### config.mk
export PLATFORM = sky130hd
export DESIGN_NAME = tsar_sequencer
export DESIGN_NICKNAME = d
export VERILOG_FILES = /design/src/verilog/tsar_pkg.sv /design/src/verilog/tsar_clk_if.sv /design/src/verilog/tsar_clkgen.sv /design/src/verilog/tsar_sequencer.sv
export VERILOG_INCLUDE_DIRS = /design/src /design/src/verilog
export SDC_FILE = /design/constraint.sdc
export NUM_CORES = 1
export LEC_CHECK = 0
export BUFFER_PORTS_ARGS = -buffer_cell sky130_fd_sc_hd__buf_4
export CAP_MARGIN = 10
export CELL_PAD_IN_SITES_DETAIL_PLACEMENT = 0
export CELL_PAD_IN_SITES_GLOBAL_PLACEMENT = 2
export CORE_MARGIN = 10
export CORE_UTILIZATION = 35
export CTS_CLUSTER_DIAMETER = 50
export CTS_CLUSTER_SIZE = 28
export DETAILED_ROUTE_END_ITERATION = 8
export GPL_ROUTABILITY_DRIVEN = 0
export HOLD_SLACK_MARGIN = 0.12
export MAX_ROUTING_LAYER = met4
export PLACE_DENSITY = 0.87
export SLEW_MARGIN = 20
export SYNTH_ARGS = -nofsm -noshare
export SYNTH_HDL_FRONTEND = slang
export SYNTH_SLANG_ARGS = --single-unit
### constraint.sdc
create_clock -name sys_clk -period 3.14 [get_ports sys_clk]
set_input_delay 0.628 -clock sys_clk [delete_from_list [all_inputs] [get_ports sys_clk]]
set_output_delay 0.628 -clock sys_clk [all_outputs]
set_load 0.02 [all_outputs]
### src/verilog/tsar_consts.svh
// constants for the tracking approximation sequencer: offsets, fields, resets, timing
// assumes a single 100 MHz system clock and a plain strobe register port
//
// Functional notes
// - two oscillator clocks, essentially anti-phase
// - step clock is inverted latch clock, delayed
// - register and counter move on step edges
// - compare latched by latch clock, stable meanwhile
// - state: start, twelve result bits, done
// - start active: load midpoint, clear done
// - compare high: clear trial bit, set next
// - compare low: keep trial bit, set next
// - trials strictly msb to lsb, one per step
// - last trial: decide bit zero, set done
// - done and open collector held until restart
// - start and freeze latched on step edge
// - done, freeze high, follow low: count tracks
`ifndef TSAR_CONSTS_SVH
`define TSAR_CONSTS_SVH

// ***********************************************
// register map (byte offsets)
// ***********************************************
`define TSAR_OFS_STATUS     4'h0
`define TSAR_OFS_MASK       4'h4
`define TSAR_OFS_RESULT     4'h8
`define TSAR_OFS_HALF       4'hC

// ***********************************************
// field positions
// ***********************************************
`define TSAR_EV_DONE        0
`define TSAR_EV_TRACK       1
`define TSAR_RES_COMPLETE   12
`define TSAR_RES_VALID      13
`define TSAR_RES_MODE_LO    14
`define TSAR_PIN_REQ_N      0
`define TSAR_PIN_FREEZE     1
`define TSAR_PIN_FOLLOW_N   2
`define TSAR_PIN_CMP        3

// ***********************************************
// reset values
// ***********************************************
`define TSAR_PIN_RST        4'h7
`define TSAR_MASK_RST       2'h0
`define TSAR_HALF_RST       8'h10
`define TSAR_MIDPOINT       12'h800
`define TSAR_MSB_INDEX      4'hB

// ***********************************************
// timing
// ***********************************************
`define TSAR_CLK_PERIOD_NS  10
`define TSAR_GATE_DELAY_NS  25
`define TSAR_GATE_DELAY_CYC ((`TSAR_GATE_DELAY_NS + `TSAR_CLK_PERIOD_NS - 1) / `TSAR_CLK_PERIOD_NS)

`endif

### src/verilog/tsar_pkg.sv
// types shared by the sequencer and its clock generator
// assumes tsar_consts.svh supplies the numeric constants
package tsar_pkg;

    // ***********************************************
    // sequencer modes
    // ***********************************************
    typedef enum logic [1:0] {
        TSAR_IDLE = 2'b00,
        TSAR_CONV = 2'b01,
        TSAR_DONE = 2'b10
    } tsar_mode_t;

    typedef logic [11:0] tsar_code_t;
    typedef logic [1:0]  tsar_events_t;

endpackage : tsar_pkg

### src/verilog/tsar_clk_if.sv
// carrier between the sequencer and its two-phase clock generator
// assumes both ends sit on sys_clk
interface tsar_clk_if;
    logic [7:0] half_period;
    logic       latch_clk;
    logic       step_clk;
    logic       latch_en;
    logic       step_en;

    modport gen (
        input  half_period,
        output latch_clk,
        output step_clk,
        output latch_en,
        output step_en
    );

    modport use_side (
        output half_period,
        input  latch_clk,
        input  step_clk,
        input  latch_en,
        input  step_en
    );
endinterface : tsar_clk_if

### src/verilog/tsar_clkgen.sv
// two-phase clock generator: latch clock and delayed inverted step clock
// assumes sys_clk and an already released active-low reset
`include "tsar_consts.svh"

module tsar_clkgen #(
    parameter int DELAY_CYC = `TSAR_GATE_DELAY_CYC
) (
    // clock and reset
    input  wire logic sys_clk,
    input  wire logic rst_n,
    // phases
    tsar_clk_if.gen   phase
);
    import tsar_pkg::*;

    localparam logic [7:0] MIN_HALF = 8'(DELAY_CYC + 1);

    typedef struct packed {
        logic [7:0]           cnt;
        logic                 latch_clk;
        logic [DELAY_CYC-1:0] dly;
        logic                 step_clk;
        logic                 latch_en;
        logic                 step_en;
    } tsar_gen_t;

    tsar_gen_t c_q;
    tsar_gen_t c_d;
    logic [7:0] half;

    // ***********************************************
    // phase generation
    // ***********************************************
    always_comb begin
        c_d = c_q;
        // half period must outlast the gate delay or the phases overlap
        half = (phase.half_period < MIN_HALF) ? MIN_HALF : phase.half_period;
        if (c_q.cnt >= half - 8'h01) begin
            c_d.cnt       = 8'h00;
            c_d.latch_clk = ~c_q.latch_clk;
        end else begin
            c_d.cnt = c_q.cnt + 8'h01;
        end
        c_d.dly      = {c_q.dly[DELAY_CYC-2:0], c_q.latch_clk};
        c_d.step_clk = ~c_q.dly[DELAY_CYC-1];
        c_d.latch_en = c_d.latch_clk & ~c_q.latch_clk;
        c_d.step_en  = c_d.step_clk & ~c_q.step_clk;
    end

    always_ff @(posedge sys_clk or negedge rst_n) begin
        if (!rst_n) begin
            c_q <= '0;
        end else begin
            c_q <= c_d;
        end
    end

    assign phase.latch_clk = c_q.latch_clk;
    assign phase.step_clk  = c_q.step_clk;
    assign phase.latch_en  = c_q.latch_en;
    assign phase.step_en   = c_q.step_en;

endmodule : tsar_clkgen

### src/verilog/tsar_sequencer.sv
// 12-bit successive approximation sequencer with tracking counter
// assumes an external dac fed from the result and a comparator on the compare pin
//
// Decided for this implementation: the plain strobed port and the register offsets.
`include "tsar_consts.svh"

module tsar_sequencer (
    // clock and reset
    input  wire logic              sys_clk,
    input  wire logic              reset_n,
    // converter pins
    input  wire logic              conversion_request_n,
    input  wire logic              freeze_pin,
    input  wire logic              follow_mode_n,
    input  wire logic              compare_pin,
    // dac and status outputs
    output logic [11:0]            approximation_register,
    output logic                   complete_q,
    output logic                   complete_open_collector_n_out,
    output logic                   complete_open_collector_n_oe_n,
    // clocks to the comparator latch and the outside
    output logic                   oscillator_timing_pin,
    output logic                   latch_clock_pin,
    output logic                   step_clock_pin,
    // register port
    input  wire logic [3:0]        reg_addr,
    input  wire logic [31:0]       reg_wdata,
    input  wire logic              reg_wr,
    input  wire logic              reg_rd,
    output logic [31:0]            reg_rdata,
    // interrupt
    output logic                   irq
);
    import tsar_pkg::*;

    // ***********************************************
    // state
    // ***********************************************
    typedef struct packed {
        logic [3:0]   s1;
        logic [3:0]   s2;
        logic [3:0]   s3;
        logic [3:0]   clean;
        logic         start_n;
        logic         freeze_synced;
        logic         cmp;
        tsar_mode_t   mode;
        logic [3:0]   trial;
        tsar_code_t   result;
        logic         done;
        logic         valid;
        tsar_events_t status;
        tsar_events_t mask;
        logic [7:0]   half;
        logic [31:0]  rdata;
        logic         irq;
        logic         latch_pin;
        logic         step_pin;
        logic         oc_oe_n;
    } tsar_top_t;

    tsar_top_t    c_q;
    tsar_top_t    c_d;
    logic [1:0]   rst_sync_q;
    logic         rst_n;
    logic [3:0]   pins;
    tsar_events_t ev;
    logic [31:0]  rd_val;

    tsar_clk_if   phase ();

    // ***********************************************
    // reset release
    // ***********************************************
    always_ff @(posedge sys_clk or negedge reset_n) begin
        if (!reset_n) begin
            rst_sync_q <= 2'h0;
        end else begin
            rst_sync_q <= {rst_sync_q[0], 1'b1};
        end
    end

    assign rst_n = rst_sync_q[1];

    // ***********************************************
    // two-phase clock generator
    // ***********************************************
    assign phase.half_period = c_q.half;

    tsar_clkgen u_clkgen (
        .sys_clk (sys_clk),
        .rst_n   (rst_n),
        .phase   (phase)
    );

    // ***********************************************
    // pin gathering
    // ***********************************************
    always_comb begin
        pins                     = 4'h0;
        pins[`TSAR_PIN_REQ_N]    = conversion_request_n;
        pins[`TSAR_PIN_FREEZE]   = freeze_pin;
        pins[`TSAR_PIN_FOLLOW_N] = follow_mode_n;
        pins[`TSAR_PIN_CMP]      = compare_pin;
    end

    // ***********************************************
    // register read mux
    // ***********************************************
    always_comb begin
        rd_val = 32'h0000_0000;
        case (reg_addr)
            `TSAR_OFS_STATUS: begin
                rd_val[1:0] = c_q.status;
            end
            `TSAR_OFS_MASK: begin
                rd_val[1:0] = c_q.mask;
            end
            `TSAR_OFS_RESULT: begin
                rd_val[11:0]                  = c_q.result;
                rd_val[`TSAR_RES_COMPLETE]    = c_q.done;
                rd_val[`TSAR_RES_VALID]       = c_q.valid;
                rd_val[`TSAR_RES_MODE_LO+1 -: 2] = c_q.mode;
            end
            `TSAR_OFS_HALF: begin
                rd_val[7:0] = c_q.half;
            end
            default: begin
                rd_val = 32'h0000_0000;
            end
        endcase
    end

    // ***********************************************
    // next state
    // ***********************************************
    always_comb begin
        c_d = c_q;
        ev  = 2'h0;

        // three-stage synchronisers; a change counts once stages two and three agree
        c_d.s1 = pins;
        c_d.s2 = c_q.s1;
        c_d.s3 = c_q.s2;
        for (int i = 0; i < 4; i++) begin
            if (c_q.s2[i] == c_q.s3[i]) begin
                c_d.clean[i] = c_q.s3[i];
            end
        end

        // comparator result frozen between latch edges
        if (phase.latch_en) begin
            c_d.cmp = c_q.clean[`TSAR_PIN_CMP];
        end

        // all sequencing advances only on the step clock edge
        if (phase.step_en) begin
            // inputs take effect one step edge after being latched
            c_d.start_n       = c_q.clean[`TSAR_PIN_REQ_N];
            c_d.freeze_synced = c_q.clean[`TSAR_PIN_FREEZE];
            if (!c_q.start_n) begin
                c_d.result = `TSAR_MIDPOINT;
                c_d.done   = 1'b0;
                c_d.trial  = `TSAR_MSB_INDEX;
                c_d.mode   = TSAR_CONV;
                c_d.valid  = 1'b0;
            end else begin
                case (c_q.mode)
                    TSAR_CONV: begin
                        // comparator high means the dac overshoots the input
                        if (c_q.cmp) begin
                            c_d.result[c_q.trial] = 1'b0;
                        end
                        if (c_q.trial != 4'h0) begin
                            c_d.result[c_q.trial - 4'h1] = 1'b1;
                            c_d.trial = c_q.trial - 4'h1;
                        end else begin
                            c_d.done  = 1'b1;
                            c_d.valid = 1'b1;
                            c_d.mode  = TSAR_DONE;
                            ev[`TSAR_EV_DONE] = 1'b1;
                        end
                    end
                    TSAR_DONE: begin
                        // done stays until the next start request
                        c_d.done = 1'b1;
                        if (c_q.freeze_synced && !c_q.clean[`TSAR_PIN_FOLLOW_N]) begin
                            // counter wraps at the ends, as the toggle chain does
                            if (c_q.cmp) begin
                                c_d.result = c_q.result - 12'h001;
                            end else begin
                                c_d.result = c_q.result + 12'h001;
                            end
                            ev[`TSAR_EV_TRACK] = 1'b1;
                        end
                    end
                    default: begin
                        c_d.mode = TSAR_IDLE;
                    end
                endcase
            end
        end

        // register writes
        if (reg_wr) begin
            case (reg_addr)
                `TSAR_OFS_MASK: begin
                    c_d.mask = reg_wdata[1:0];
                end
                `TSAR_OFS_HALF: begin
                    c_d.half = reg_wdata[7:0];
                end
                default: begin
                    c_d.half = c_q.half;
                end
            endcase
        end

        // read clears status; a new event in the same cycle survives
        if (reg_rd && reg_addr == `TSAR_OFS_STATUS) begin
            c_d.status = ev;
        end else begin
            c_d.status = c_q.status | ev;
        end
        c_d.rdata = reg_rd ? rd_val : 32'h0000_0000;
        c_d.irq   = |(c_d.status & c_d.mask);

        // pin copies of the phases and the open-collector enable
        c_d.latch_pin = phase.latch_clk;
        c_d.step_pin  = phase.step_clk;
        c_d.oc_oe_n   = ~c_d.done;
    end

    // ***********************************************
    // state register
    // ***********************************************
    always_ff @(posedge sys_clk or negedge rst_n) begin
        if (!rst_n) begin
            c_q               <= '0;
            c_q.s1            <= `TSAR_PIN_RST;
            c_q.s2            <= `TSAR_PIN_RST;
            c_q.s3            <= `TSAR_PIN_RST;
            c_q.clean         <= `TSAR_PIN_RST;
            c_q.start_n       <= 1'b1;
            c_q.freeze_synced <= 1'b1;
            c_q.mode          <= TSAR_IDLE;
            c_q.mask          <= `TSAR_MASK_RST;
            c_q.half          <= `TSAR_HALF_RST;
            c_q.oc_oe_n       <= 1'b1;
        end else begin
            c_q <= c_d;
        end
    end

    // ***********************************************
    // outputs
    // ***********************************************
    assign approximation_register         = c_q.result;
    assign complete_q                     = c_q.done;
    assign complete_open_collector_n_out  = 1'b0;
    assign complete_open_collector_n_oe_n = c_q.oc_oe_n;
    assign oscillator_timing_pin          = c_q.latch_pin;
    assign latch_clock_pin                = c_q.latch_pin;
    assign step_clock_pin                 = c_q.step_pin;
    assign reg_rdata                      = c_q.rdata;
    assign irq                            = c_q.irq;

endmodule : tsar_sequencer

; After elaboration in Yosys (flattened, before gate mapping)
; Index checks and enable logic that the tools add are counted.
[totals]
memories = 0
inputBits = 44
ff_bits = 88
rom_bits = 0
mem_bits_rw = 0
latch_bits = 0
[op_classes]
n_mux = 36
n_bitwise = 11
reduce_logical = 13
div = 0
n_lt_le_gt_ge = 6
multipliers = 0
n_shift = 0
n_addsub = 5
eq_ne = 16
[op_table]
columns = op, n
row1 = two-way mux 12 bit, 6
row2 = two-way mux 16 bit, 2
row3 = two-way mux 8 bit, 4
row4 = case mux 13 bit (2 select lines), 1
row5 = two-way mux 20 bit, 1
row6 = two-way mux 2 bit, 7
row7 = adder 12 x 1 -> 12 bit (second input constant), 1
row8 = AND 12 bit, 1
row9 = inverter 12 bit, 1
row10 = bitwise OR 12 bit, 1
row11 = case mux 6 bit (2 select lines), 1
row12 = AND reduction 3 bit, 4
row13 = subtractor 12 x 1 -> 12 bit (second input constant), 1
row14 = < comparator 4 x 5 -> 1 bit (second input constant), 2
row15 = two-way mux 10 bit, 1
row16 = adder 8 x 1 -> 8 bit (second input constant), 1
row17 = demux 1 bit (select 4 bit), 2
row18 = equality test 4 bit (second input constant), 2
row19 = greater-or-equal comparator 4 x 1 -> 1 bit (second input constant), 2
row20 = greater-or-equal comparator 8 bit, 1
row21 = < comparator 8 x 3 -> 1 bit (second input constant), 1
row22 = two-way mux 1 bit, 8
row23 = case mux 2 bit (4 select lines), 1
row24 = subtractor 8 x 1 -> 8 bit (second input constant), 1
row25 = 21 further kinds, 34

; Logic depth before layout (Yosys ltp)
; Gate-level depths: netlist (run 1).
[depth]
word_depth = 16
mapped_depth = 14

; By module
; A second synthesis (run 1) with hierarchy kept.
[hier_totals]
hier_cells = 469
hier_area_um2 = 4807.1
[by_module_without_submodules]
columns = mod, area_each_um2, n_inst, cells_per_inst
row1 = tsar_sequencer, 3915.0, 1, 379
row2 = tsar_clkgen, 892.1, 1, 90

; Worst setup path after synthesis (run 1)
; Ideal clock, no wire load.
[synth_path]
kind = register -> register
from = register c_q, in the netlist phase.half_period[3]
to = register u_clkgen.c_q, in the netlist u_clkgen.phase.latch_clk
path_stages_with_launch = 15
period_less_slack_ns = 3.400
arrival_time_ns = 3.287
slack_ns = -0.260
setup_ns = 0.113
t_required_ns = 3.027
cell_sequence = dfrtp_1 -> nor4_1 -> nand2b_1 -> o21ai_0 -> ha_1 -> nand2_1 -> or4_1 -> xor2_1 -> ha_1 -> a21o_1 -> a21o_1 -> buf_1 -> or2_2 -> ha_1 -> inv_1
[synth_rtl]
columns = item, line_no
row1 = "start, declared", tsar_sequencer.sv:62  ; tsar_top_t c_q;
row2 = "end signal, assigned", tsar_clkgen.sv:52  ; c_q <= '0;
row3 = "end signal, assigned", tsar_clkgen.sv:54  ; c_q <= c_d;
row4 = "end, declared", tsar_clkgen.sv:27  ; tsar_gen_t c_q;

==> impl_metrics.py, run 1 <==
metrics = {
    "run_status": {
        "status": "complete, but fails checks",
        "failed_checks": "setup timing",
    },
    "sta": {
        "period_share": 1.01,
        "fin_ws_ns": -0.0462,
        "finClkSkew_ns": 0.00765,
        "holdWs_ns": 0.352,
        "tightest_slew_ns": 0.708,
        "setup-tns-final_ns": -0.0462,
        "finalHoldViolations": 0,
        "max_freq_ghz": 0.314,
        "maxSlewHeadroom": 0.528,
        "period_minus_slack_ns": 3.19,
        "drv_slew": 0,
        "finalSetupViolations": 1,
        "rsz0062_at_grt": "true",
    },
    "final_layout": {
        "diodes": 0,
        "finalInstanceArea_um2": 5530,
        "fin_nets": 567,
        "final_common_cell": "dfrtp_1",
        "fill_cells": 1259,
        "mostFrequentLayoutCells": "dfrtp_1, buf_4, nand2_1",
        "area_delta_synth_final_pct": 15.6,
        "drive_above_1_share": 0.270,
    },
    "logic_synthesis": {
        "synth_top_family_by_area": "compound AO/OA/AOI/OAI gates",
        "syn_avg_cell_area_um2": 10.3,
        "yosys_register_bits": 87,
        "synthesis.area_um2": 4780,
        "synth_xor_area_frac": 0.0330,
        "ys_types": 66,
        "synth-main-ff-cell": "dfrtp_1",
        "seq_area_frac_synth": 0.459,
        "synthArstFlopShare": 1.00,
        "synth_warnings": 0,
        "synthMuxAreaShare": 0.0374,
        "synthAdderAreaFrac": 0.0727,
        "synth-edff-count": 0,
        "postSynthCellCount": 464,
        "synthSimpleGateAreaFrac": 0.146,
        "synth_compound_area_frac": 0.152,
    },
    "power": {
        "pwr-share-clk": 0.223,
        "ir_drop_v": 0.000436,
        "p_total_mw": 4.46,
        "power_frac_seq": 0.407,
        "leakagePower_nw": 2.58,
        "power_density_nw_per_um2": 807,
        "swShare": 0.399,
        "comb_power_share": 0.370,
        "power_switching_mw": 1.78,
        "p_int_mw": 2.68,
    },
    "setup_path": {
        "critPathRequiredTime_ns": 3.38,
        "cp.arrival_ns": 3.43,
        "cp_max_fo": 3,
        "worst_setup_path_end_kind": "flip-flop",
        "startpoint_type": "flip-flop",
        "worstSetupPathType": "flip-flop to flip-flop",
    },
    "clock_tree": {
        "clk_pin_slew_worst_paths_ns": 0.06,
        "cts_sinks": 87,
        "clk_latency_ns": 0.35,
        "cts_tree": "done",
        "cts_buffers": 9,
        "root_buffer": "clkbuf_16",
        "h-tree-depth": 3,
        "clockBufferDepth": 2,
    },
    "detailed_routing": {
        "drtIter0Drc": 206,
        "ant_nets": 0,
        "first_pass_iters": 4,
        "post_drt_wl_per_cell_um": 16.3,
        "num_vias": 3436,
        "totalWireLength_um": 11100,
        "drc_errors": 0,
        "vias_per_cell": 5.05,
    },
    "floorplanning": {
        "die_x_um": 137,
        "ios": 95,
        "initial_core_util": 0.360,
        "rows": 42,
        "coreArea_um2": 13300,
        "fp.dieArea_um2": 18700,
        "die_height_um": 137,
    },
    "grt": {
        "antenna_found_initial": 0,
        "grt_pass1_vias": 3621,
        "grt_pass1_wl_um": 18700,
        "grt_overflow": 0,
        "grt_use_total": 0.128,
        "grt_start_max_net_pins": 56,
    },
    "placement": {
        "io_buffers": 53,
        "placed_area_um2": 5160,
        "dp_hpwl_um": 7950,
    },
    "min_path": {
        "hp-class": "flip-flop to flip-flop",
    },
    "job": {
        "maxCapViolCount": 0,
    },
}
==> what timing repair did <==
action	CTS	global route
buffers inserted	1	3
cloned	0	0
setup endpoints to repair	2	10
pin swaps	0	2
hold buffers	1	0
hold endpoints to repair	2	0
resized for setup	7	6
==> through the flow <==
stage | cells | utilization | setup slack [ns]
global placement | 660 | 0.388 | -0.0331
CTS | 678 | 0.412 | -0.0318
finish | 680 | 0.416 | -0.0462
floorplan | 480 | - | -0.0661
detailed placement | 660 | 0.388 | -0.111
global route | 680 | 0.416 | -0.254
==> synth_stat cells (3+ instances only) <==
| master | count | share of area |
|---|---|---|
| nor3_1 | 18 | 0.019 |
| a22o_1 | 10 | 0.018 |
| o22ai_1 | 4 | 0.0052 |
| nand2_1 | 27 | 0.021 |
| xnor2_1 | 8 | 0.015 |
| o21ai_0 | 27 | 0.028 |
| xor2_1 | 10 | 0.018 |
| and3_1 | 4 | 0.0052 |
| nand2b_1 | 9 | 0.012 |
| nand3_1 | 11 | 0.012 |
| or2_2 | 4 | 0.0052 |
| ha_1 | 23 | 0.060 |
| or3_1 | 5 | 0.0065 |
| nand4b_1 | 3 | 0.0055 |
| o31ai_1 | 4 | 0.0063 |
| a21oi_1 | 21 | 0.022 |
| nor2_1 | 16 | 0.013 |
| a22oi_1 | 3 | 0.0047 |
| buf_4 | 46 | 0.072 |
| mux2_2 | 11 | 0.026 |
| inv_1 | 16 | 0.013 |
| and2_1 | 9 | 0.012 |
| clkbuf_1 | 10 | 0.0078 |
| nor2b_1 | 5 | 0.0065 |
| nand4_1 | 4 | 0.0052 |
| buf_2 | 4 | 0.0042 |
| a31oi_1 | 3 | 0.0039 |
| dfrtp_1 | 71 | 0.37 |
| o211ai_1 | 4 | 0.0063 |
| nor4_1 | 3 | 0.0039 |
| a21o_1 | 9 | 0.014 |
| dfstp_2 | 16 | 0.088 |
| maj3_1 | 4 | 0.0084 |
==> flip-flops by register name (all words and copies together) (netlist names) <==
name                            flops
complete_q                          1
complete_open_collector_n_oe_n      1
u_clkgen.phase.latch_en             1
u_clkgen.phase.step_en              1
c_d                                 8
irq                                 1
u_clkgen.phase.step_clk             1
reg_rdata                          16
u_clkgen.c_q                        9
u_clkgen.phase.latch_clk            1
rst_sync_q                          2
c_q                                22
step_clock_pin                      1
phase.half_period                   8
approximation_register             12
u_clkgen.c_d                        2
==> final cells by class <==
| cell class | instances | area, um^2 | share of cell area |
|---|---|---|---|
| inverter | 16 | 60.1 | 0.0109 |
| sequential | 87 | 2200 | 0.398 |
| timing repair buffer | 69 | 520 | 0.0941 |
| clock buffer | 9 | 225 | 0.0407 |
| multi-input combinational | 316 | 2250 | 0.408 |
| tap | 176 | 220 | 0.0398 |
| clock inverter | 7 | 47.5 | 0.00860 |
==> critical path: stages, from the launching register on <==
cell and delay, ns:
dfrtp_1 0.41, nor4_4 0.28, nand2b_1 0.15, o21ai_2 0.17, ha_2 0.21, nand2_2 0.05, or4_4 0.43, xor2_2 0.16
ha_1 0.29, o211a_1 0.23, o21ai_1 0.07, o21ai_1 0.09, or2_4 0.24, ha_4 0.26, inv_2 0.02
==> worst paths after layout <==
path	slack, ns	startpoint	cells past startpoint	end
worst min register to register	0.35	rst_sync_q[0]	0	rst_sync_q[1]
max in group asynchronous	2.00	rst_sync_q[1]	1	phase.half_period[4]
worst max register to register	-0.05	phase.half_period[6]	14	u_clkgen.phase.latch_clk
worst min-delay path	0.35	rst_sync_q[0]	0	rst_sync_q[1]
worst max-delay path	-0.05	phase.half_period[6]	14	u_clkgen.phase.latch_clk
min in group asynchronous	0.39	rst_sync_q[1]	0	u_clkgen.c_d[5]
==> per-layer routing <==
metal | vias up | GRT usage | wire length, um
met5 | - | - | 0
met1 | 1673 | 0.165 | 5310
met4 | 0 | 0.0404 | 172
met3 | 12 | 0.0378 | 489
li1 | 1674 | - | -
met2 | 77 | 0.190 | 5100
==> logic make-up (layout without fill, tap and decap cells) <==
logic type	Yosys count	after routing
compound gates	109	109
xor+xnor	18	18
fa+ha+maj	28	28
buf+inv	77	101
flops	87	87
mux	14	14
other cells	2	18
simple gates	129	129
==> power groups by stage <==
stage | Combinational [mW] | Clock [mW] | Sequential, mW
after floorplan | 1.32 | 0 | 1.64
after global routing | 1.86 | 1.09 | 1.88
after detailed placement | 1.58 | 0 | 1.83
after global placement | 1.55 | 0 | 1.82
final | 1.65 | 0.996 | 1.82
after CTS | 1.62 | 1.03 | 1.82
Power figures use the tool's default switching activity.
==> run 2, diff against run 1 <==
- SETUP_SLACK_MARGIN: unset -> 0.5
==> impl_metrics.py, run 2 (synthesis results as in run 1) <==
metrics = {
    "grt": {
        "grt_use_total": 0.129,
        "grt_overflow": 0,
        "grt_start_max_net_pins": 83,
        "grt_pass1_vias": 3557,
        "antenna_found_initial": 0,
        "grt_pass1_wl_um": 18500,
    },
    "floorplanning": {
        "coreArea_um2": 13300,
        "die_height_um": 137,
        "rows": 42,
        "die_x_um": 137,
        "ios": 95,
        "initial_core_util": 0.360,
        "fp.dieArea_um2": 18700,
    },
    "power": {
        "ir_drop_v": 0.000457,
        "leakagePower_nw": 2.62,
        "power_frac_seq": 0.378,
        "p_total_mw": 4.78,
        "power_density_nw_per_um2": 838,
        "swShare": 0.383,
        "p_int_mw": 2.95,
        "power_switching_mw": 1.83,
        "pwr-share-clk": 0.244,
        "comb_power_share": 0.378,
    },
    "clock_tree": {
        "cts_tree": "done",
        "clk_pin_slew_worst_paths_ns": 0.06,
        "clockBufferDepth": 2,
        "h-tree-depth": 3,
        "cts_sinks": 87,
        "root_buffer": "clkbuf_16",
        "cts_buffers": 9,
        "clk_latency_ns": 0.35,
    },
    "setup_path": {
        "critPathRequiredTime_ns": 3.38,
        "r2r_slack_ns": 0.05,
        "startpoint_type": "flip-flop",
        "cp.arrival_ns": 3.34,
        "worstSetupPathType": "flip-flop to flip-flop",
        "worst_setup_path_end_kind": "flip-flop",
        "timing.rr.start": "phase.half_period[6]",
        "cp_max_fo": 3,
        "worst_r2r_path_depth": 14,
        "crit_path_start": "phase.half_period[6]",
        "r2r_end": "u_clkgen.phase.latch_clk",
    },
    "sta": {
        "finalSetupViolations": 0,
        "finalHoldViolations": 0,
        "holdWs_ns": 0.249,
        "tightest_slew_ns": 0.710,
        "rsz0062_at_grt": "true",
        "finClkSkew_ns": 0.00712,
        "period_minus_slack_ns": 3.09,
        "period_share": 0.985,
        "fin_ws_ns": 0.0463,
        "max_freq_ghz": 0.323,
        "drv_slew": 0,
        "maxSlewHeadroom": 0.523,
    },
    "final_layout": {
        "largest_reg_flops": 22,
        "fill_cells": 1268,
        "mostFrequentLayoutCells": "dfrtp_1, buf_4, nand2_1",
        "final_common_cell": "dfrtp_1",
        "diodes": 0,
        "post-route-util": 0.429,
        "multi_input_area_um2": 2320,
        "final_cell_count_no_fill": 683,
        "area_delta_synth_final_pct": 19.2,
        "largest_register": "c_q",
        "regArea_um2": 2200,
        "fin_nets": 570,
        "drive_above_1_share": 0.282,
    },
    "placement": {
        "io_buffers": 53,
        "dp_cells": 659,
        "pre_cts_slack_ns": -0.0222,
        "dp_hpwl_um": 8040,
    },
    "run_status": {
        "status": "finished clean",
    },
    "min_path": {
        "hp-class": "flip-flop to asynchronous set/reset pin",
    },
    "detailed_routing": {
        "num_vias": 3480,
        "totalWireLength_um": 11300,
        "ant_nets": 0,
        "drtIter0Drc": 245,
        "vias_per_cell": 5.10,
        "drc_errors": 0,
        "post_drt_wl_per_cell_um": 16.6,
        "first_pass_iters": 4,
    },
    "job": {
        "maxCapViolCount": 0,
    },
}
-- run 2: cell types whose count changed in the layout (fill, tap and decap cells not counted), moves of 2 or more --
cell / previous run / this run
nor3_4: 0 / 7
bufinv_16: 0 / 2
o21ai_2: 1 / 3
nor3_2: 5 / 1
clkinv_2: 3 / 1
o21ai_1: 3 / 1
nor3_1: 13 / 10
inv_6: 2 / 0
-- run 2: layer usage --
metal  vias to the layer above  part of all wire  GRT usage
met5                         -                 0          -
met4                         0            0.0049     0.0334
met3                         4             0.045     0.0414
met2                        77              0.51      0.207
met1                      1727              0.44      0.153
li1                       1672                 -          -
-- run 2: cell type report --
class,instances,area share
Multi-Input combinational cell,316,0.407
Sequential cell,87,0.386
Tap cell,176,0.0386
Inverter,16,0.0105
Clock inverter,5,0.0143
Clock buffer,11,0.0426
Timing Repair Buffer,72,0.102
-- run 2: power by group through the flow --
stage	clock network (mW)	logic [mW]	registers, mW
5_1_grt	1.25	2.02	1.86
3_5_place_dp	0	1.60	1.83
2_1_floorplan	0	1.34	1.64
6_report	1.17	1.81	1.81
3_3_place_gp	0	1.56	1.82
4_1_cts	1.20	1.68	1.82
-- run 2: metrics by stage --
stage / area (um^2) / TNS, ns
finish: 5700 / 0
global route: 5700 / -0.584
CTS: 5590 / 0
detailed placement: 5170 / -0.0222
global placement: 5170 / 0
floorplan: 4880 / 0
-- run 2: timing repair --
item                                    CTS  global route
resized for setup                        12            14
setup buffers                             3             3
endpoints found under the setup margin   10            12
pin swaps                                 6             0
hold buffers                              1             0
endpoints found under the hold margin     2             0
-- run 2: critical path, cell delays in order, from the launching register on --
cell and delay, ns:
dfrtp_1 0.40, nor4_4 0.27, nand2b_1 0.14, o21ai_2 0.16, ha_2 0.21, nand2_2 0.05, or4_4 0.41, xor2_1 0.15
ha_1 0.29, o211a_1 0.25, nand3_2 0.08, o21ai_2 0.06, or2_4 0.24, ha_4 0.26, inv_2 0.02
-- run 2: worst max path at each step --
| stage | to | slack [ns] | depth (start not counted) |
|---|---|---|---|
| after floorplan | u_clkgen.phase.latch_clk | 0.003 | 14 |
| after global placement | u_clkgen.phase.latch_clk | 0.02 | 14 |
| after detailed placement | u_clkgen.phase.latch_clk | -0.02 | 14 |
| after CTS | u_clkgen.phase.latch_clk | 0.001 | 14 |
| after global routing | u_clkgen.phase.latch_clk | -0.10 | 14 |
| final | u_clkgen.phase.latch_clk | 0.05 | 14 |
==> run 3, diff against run 2 <==
- ABC_AREA: unset -> 1
- CORE_UTILIZATION: 35 -> 32
- PLACE_DENSITY: 0.87 -> 0.86
==> impl_metrics.py, run 3 <==
metrics = {
    "run_status": {
        "status": "finished clean",
    },
    "final_layout": {
        "diodes": 0,
        "post-route-util": 0.380,
        "largest_reg_flops": 22,
        "final_common_cell": "nand2_1",
        "drive_above_1_share": 0.206,
        "area_delta_synth_final_pct": 16.9,
        "finalInstanceArea_um2": 5500,
        "fin_nets": 670,
        "mostFrequentLayoutCells": "nand2_1, dfrtp_1, inv_1",
        "largest_register": "c_q",
    },
    "sta": {
        "rsz0062_at_grt": "true",
        "drv_slew": 0,
        "period_minus_slack_ns": 2.62,
        "maxSlewHeadroom": 0.476,
        "period_share": 0.834,
        "tightest_slew_ns": 0.786,
        "setup-tns-final_ns": 0,
        "finalSetupViolations": 0,
        "max_freq_ghz": 0.382,
        "holdWs_ns": 0.351,
        "finalHoldViolations": 0,
        "finClkSkew_ns": 0.00540,
    },
    "logic_synthesis": {
        "yosysTopAreaCell": "dfrtp_1",
        "synth_warnings": 0,
        "yosys_register_bits": 87,
        "syn_avg_cell_area_um2": 8.45,
        "synth-edff-count": 0,
        "seq_area_frac_synth": 0.467,
        "synthesis.area_um2": 4700,
        "synthArstFlopShare": 1.00,
        "synth.top_cells.by_count": "nand2_1, dfrtp_1, inv_1, nor2_1, buf_4",
        "yosysTopAreaCellShare": 0.378,
        "yosysMostFrequentCell": "nand2_1",
        "postSynthCellCount": 557,
        "synth-main-ff-cell": "dfrtp_1",
        "ys_types": 42,
        "synth_area_leaders": "dfrtp_1, nand2_1, dfstp_2, buf_4, ha_1",
    },
    "floorplanning": {
        "initial_core_util": 0.325,
        "ios": 95,
        "rows": 44,
        "coreArea_um2": 14500,
        "die_height_um": 141,
        "fp.dieArea_um2": 20000,
        "die_x_um": 141,
    },
    "placement": {
        "dp_hpwl_um": 8460,
        "placed_area_um2": 5070,
        "io_buffers": 53,
    },
    "detailed_routing": {
        "num_vias": 3638,
        "totalWireLength_um": 11300,
        "first_pass_iters": 4,
        "drtIter0Drc": 125,
        "post_drt_wl_per_cell_um": 14.2,
        "ant_nets": 0,
        "drc_errors": 0,
        "vias_per_cell": 4.60,
    },
    "setup_path": {
        "worst_r2r_path_depth": 14,
        "timing.rr.start": "phase.half_period[3]",
        "crit_path_start": "phase.half_period[3]",
        "worstSetupPathType": "flip-flop to flip-flop",
        "r2r_slack_ns": 0.52,
        "startpoint_type": "flip-flop",
        "r2r_end": "u_clkgen.phase.latch_clk",
        "worst_setup_path_end_kind": "flip-flop",
        "cp_max_fo": 5,
        "critPathRequiredTime_ns": 3.38,
        "cp.arrival_ns": 2.86,
    },
    "clock_tree": {
        "h-tree-depth": 3,
        "clk_latency_ns": 0.34,
        "cts_sinks": 87,
        "clk_pin_slew_worst_paths_ns": 0.07,
        "cts_buffers": 9,
        "root_buffer": "clkbuf_16",
        "clockBufferDepth": 2,
        "cts_tree": "done",
    },
    "min_path": {
        "hold_depth": 0,
        "hold_end": "u_clkgen.c_q[5]",
        "min-delay-start": "u_clkgen.c_d[5]",
        "hp-class": "flip-flop to flip-flop",
    },
    "grt": {
        "antenna_found_initial": 0,
        "grt_start_max_net_pins": 61,
        "grt_pass1_wl_um": 18400,
        "grt_use_total": 0.117,
        "grt_overflow": 0,
        "grt_pass1_vias": 3691,
    },
    "job": {
        "maxCapViolCount": 0,
    },
    "power": {
        "power_density_nw_per_um2": 717,
        "leakagePower_nw": 2.76,
        "ir_drop_v": 0.000326,
    },
}
-- run 3: cell count changes in the layout (fill, tap and decap cells not counted), moves of 9 or more --
cell / previous run / this run
a21oi_1: 21 / 32
a22o_1: 10 / 1
and2_1: 9 / 0
inv_1: 15 / 67
mux2_2: 11 / 2
nand2_1: 26 / 112
nand2b_1: 9 / 0
nand3_1: 10 / 22
nor2_1: 16 / 52
o21ai_0: 24 / 36
-- run 3: final cells by class --
class | count | area, um^2
repair buffers | 68 | 517
flip-flops and latches | 87 | 2200
well taps | 184 | 230
clock buffers | 11 | 253
clock inverters | 5 | 41.3
inverters | 72 | 275
fillers | 1465 | 8980
multi-input cells | 364 | 1980
-- run 3: routing by layer --
| metal | part of all wire | GRT usage | up-vias |
|---|---|---|---|
| li1 | - | - | 1831 |
| met1 | 0.46 | 0.142 | 1735 |
| met2 | 0.50 | 0.190 | 61 |
| met3 | 0.026 | 0.0190 | 11 |
| met4 | 0.016 | 0.0451 | 0 |
| met5 | 0 | - | - |
-- run 3: stage by stage --
stage               setup slack, ns  power (mW)  std cells
detailed placement            0.440        2.84        765
global placement              0.489        2.81        765
global route                  0.312        4.27        791
finish                        0.521        3.94        791
CTS                           0.486        3.93        785
floorplan                     0.561        2.50        573
-- run 3: how the worst max path moves through the flow --
stage	to	slack [ns]	cells after the start
after CTS	u_clkgen.c_q[11]	0.49	14
after detailed placement	u_clkgen.c_q[11]	0.44	14
after global placement	u_clkgen.c_q[11]	0.49	14
after floorplan	u_clkgen.phase.latch_clk	0.56	14
after global routing	u_clkgen.phase.latch_clk	0.31	14
final	u_clkgen.phase.latch_clk	0.52	14
-- run 3: power breakdown --
| part | leakage [nW] | total (mW) | switching, mW | internal [mW] |
|---|---|---|---|---|
| Combinational | 1.54 | 1.32 | 0.819 | 0.502 |
| Sequential | 1.07 | 1.58 | 0.229 | 1.35 |
| Clock | 0.138 | 1.05 | 0.461 | 0.585 |
-- run 3: kinds of logic after synthesis --
group / share of synthesized area
AOI/OAI and AO/OA: 0.108
xor gates and xnor gates: 0.0186
adders and majority gates: 0.0739
buffers and inverters: 0.135
DFF: 0.467
muxes: 0.00479
other: 0.00160
and+or+nand+nor: 0.191
-- run 3: critical path, cell delays in order, from the launching register on --
cell       delay [ns]
dfrtp_1          0.40
inv_2            0.11
nand4_1          0.18
nand2_1          0.13
ha_2             0.19
nand4_1          0.14
nor3_2           0.20
xor2_1           0.20
ha_1             0.26
nand2_2          0.08
nor2_2           0.05
nand4_1          0.09
o2111ai_2        0.14
ha_1             0.31
inv_1            0.03
-- run 3: what timing repair did --
item	4_1_cts	5_1_grt
hold buffers	1	0
setup endpoints to repair	9	10
resized for setup	4	12
pin swaps	2	11
buffers inserted	3	6
hold endpoints to repair	2	0
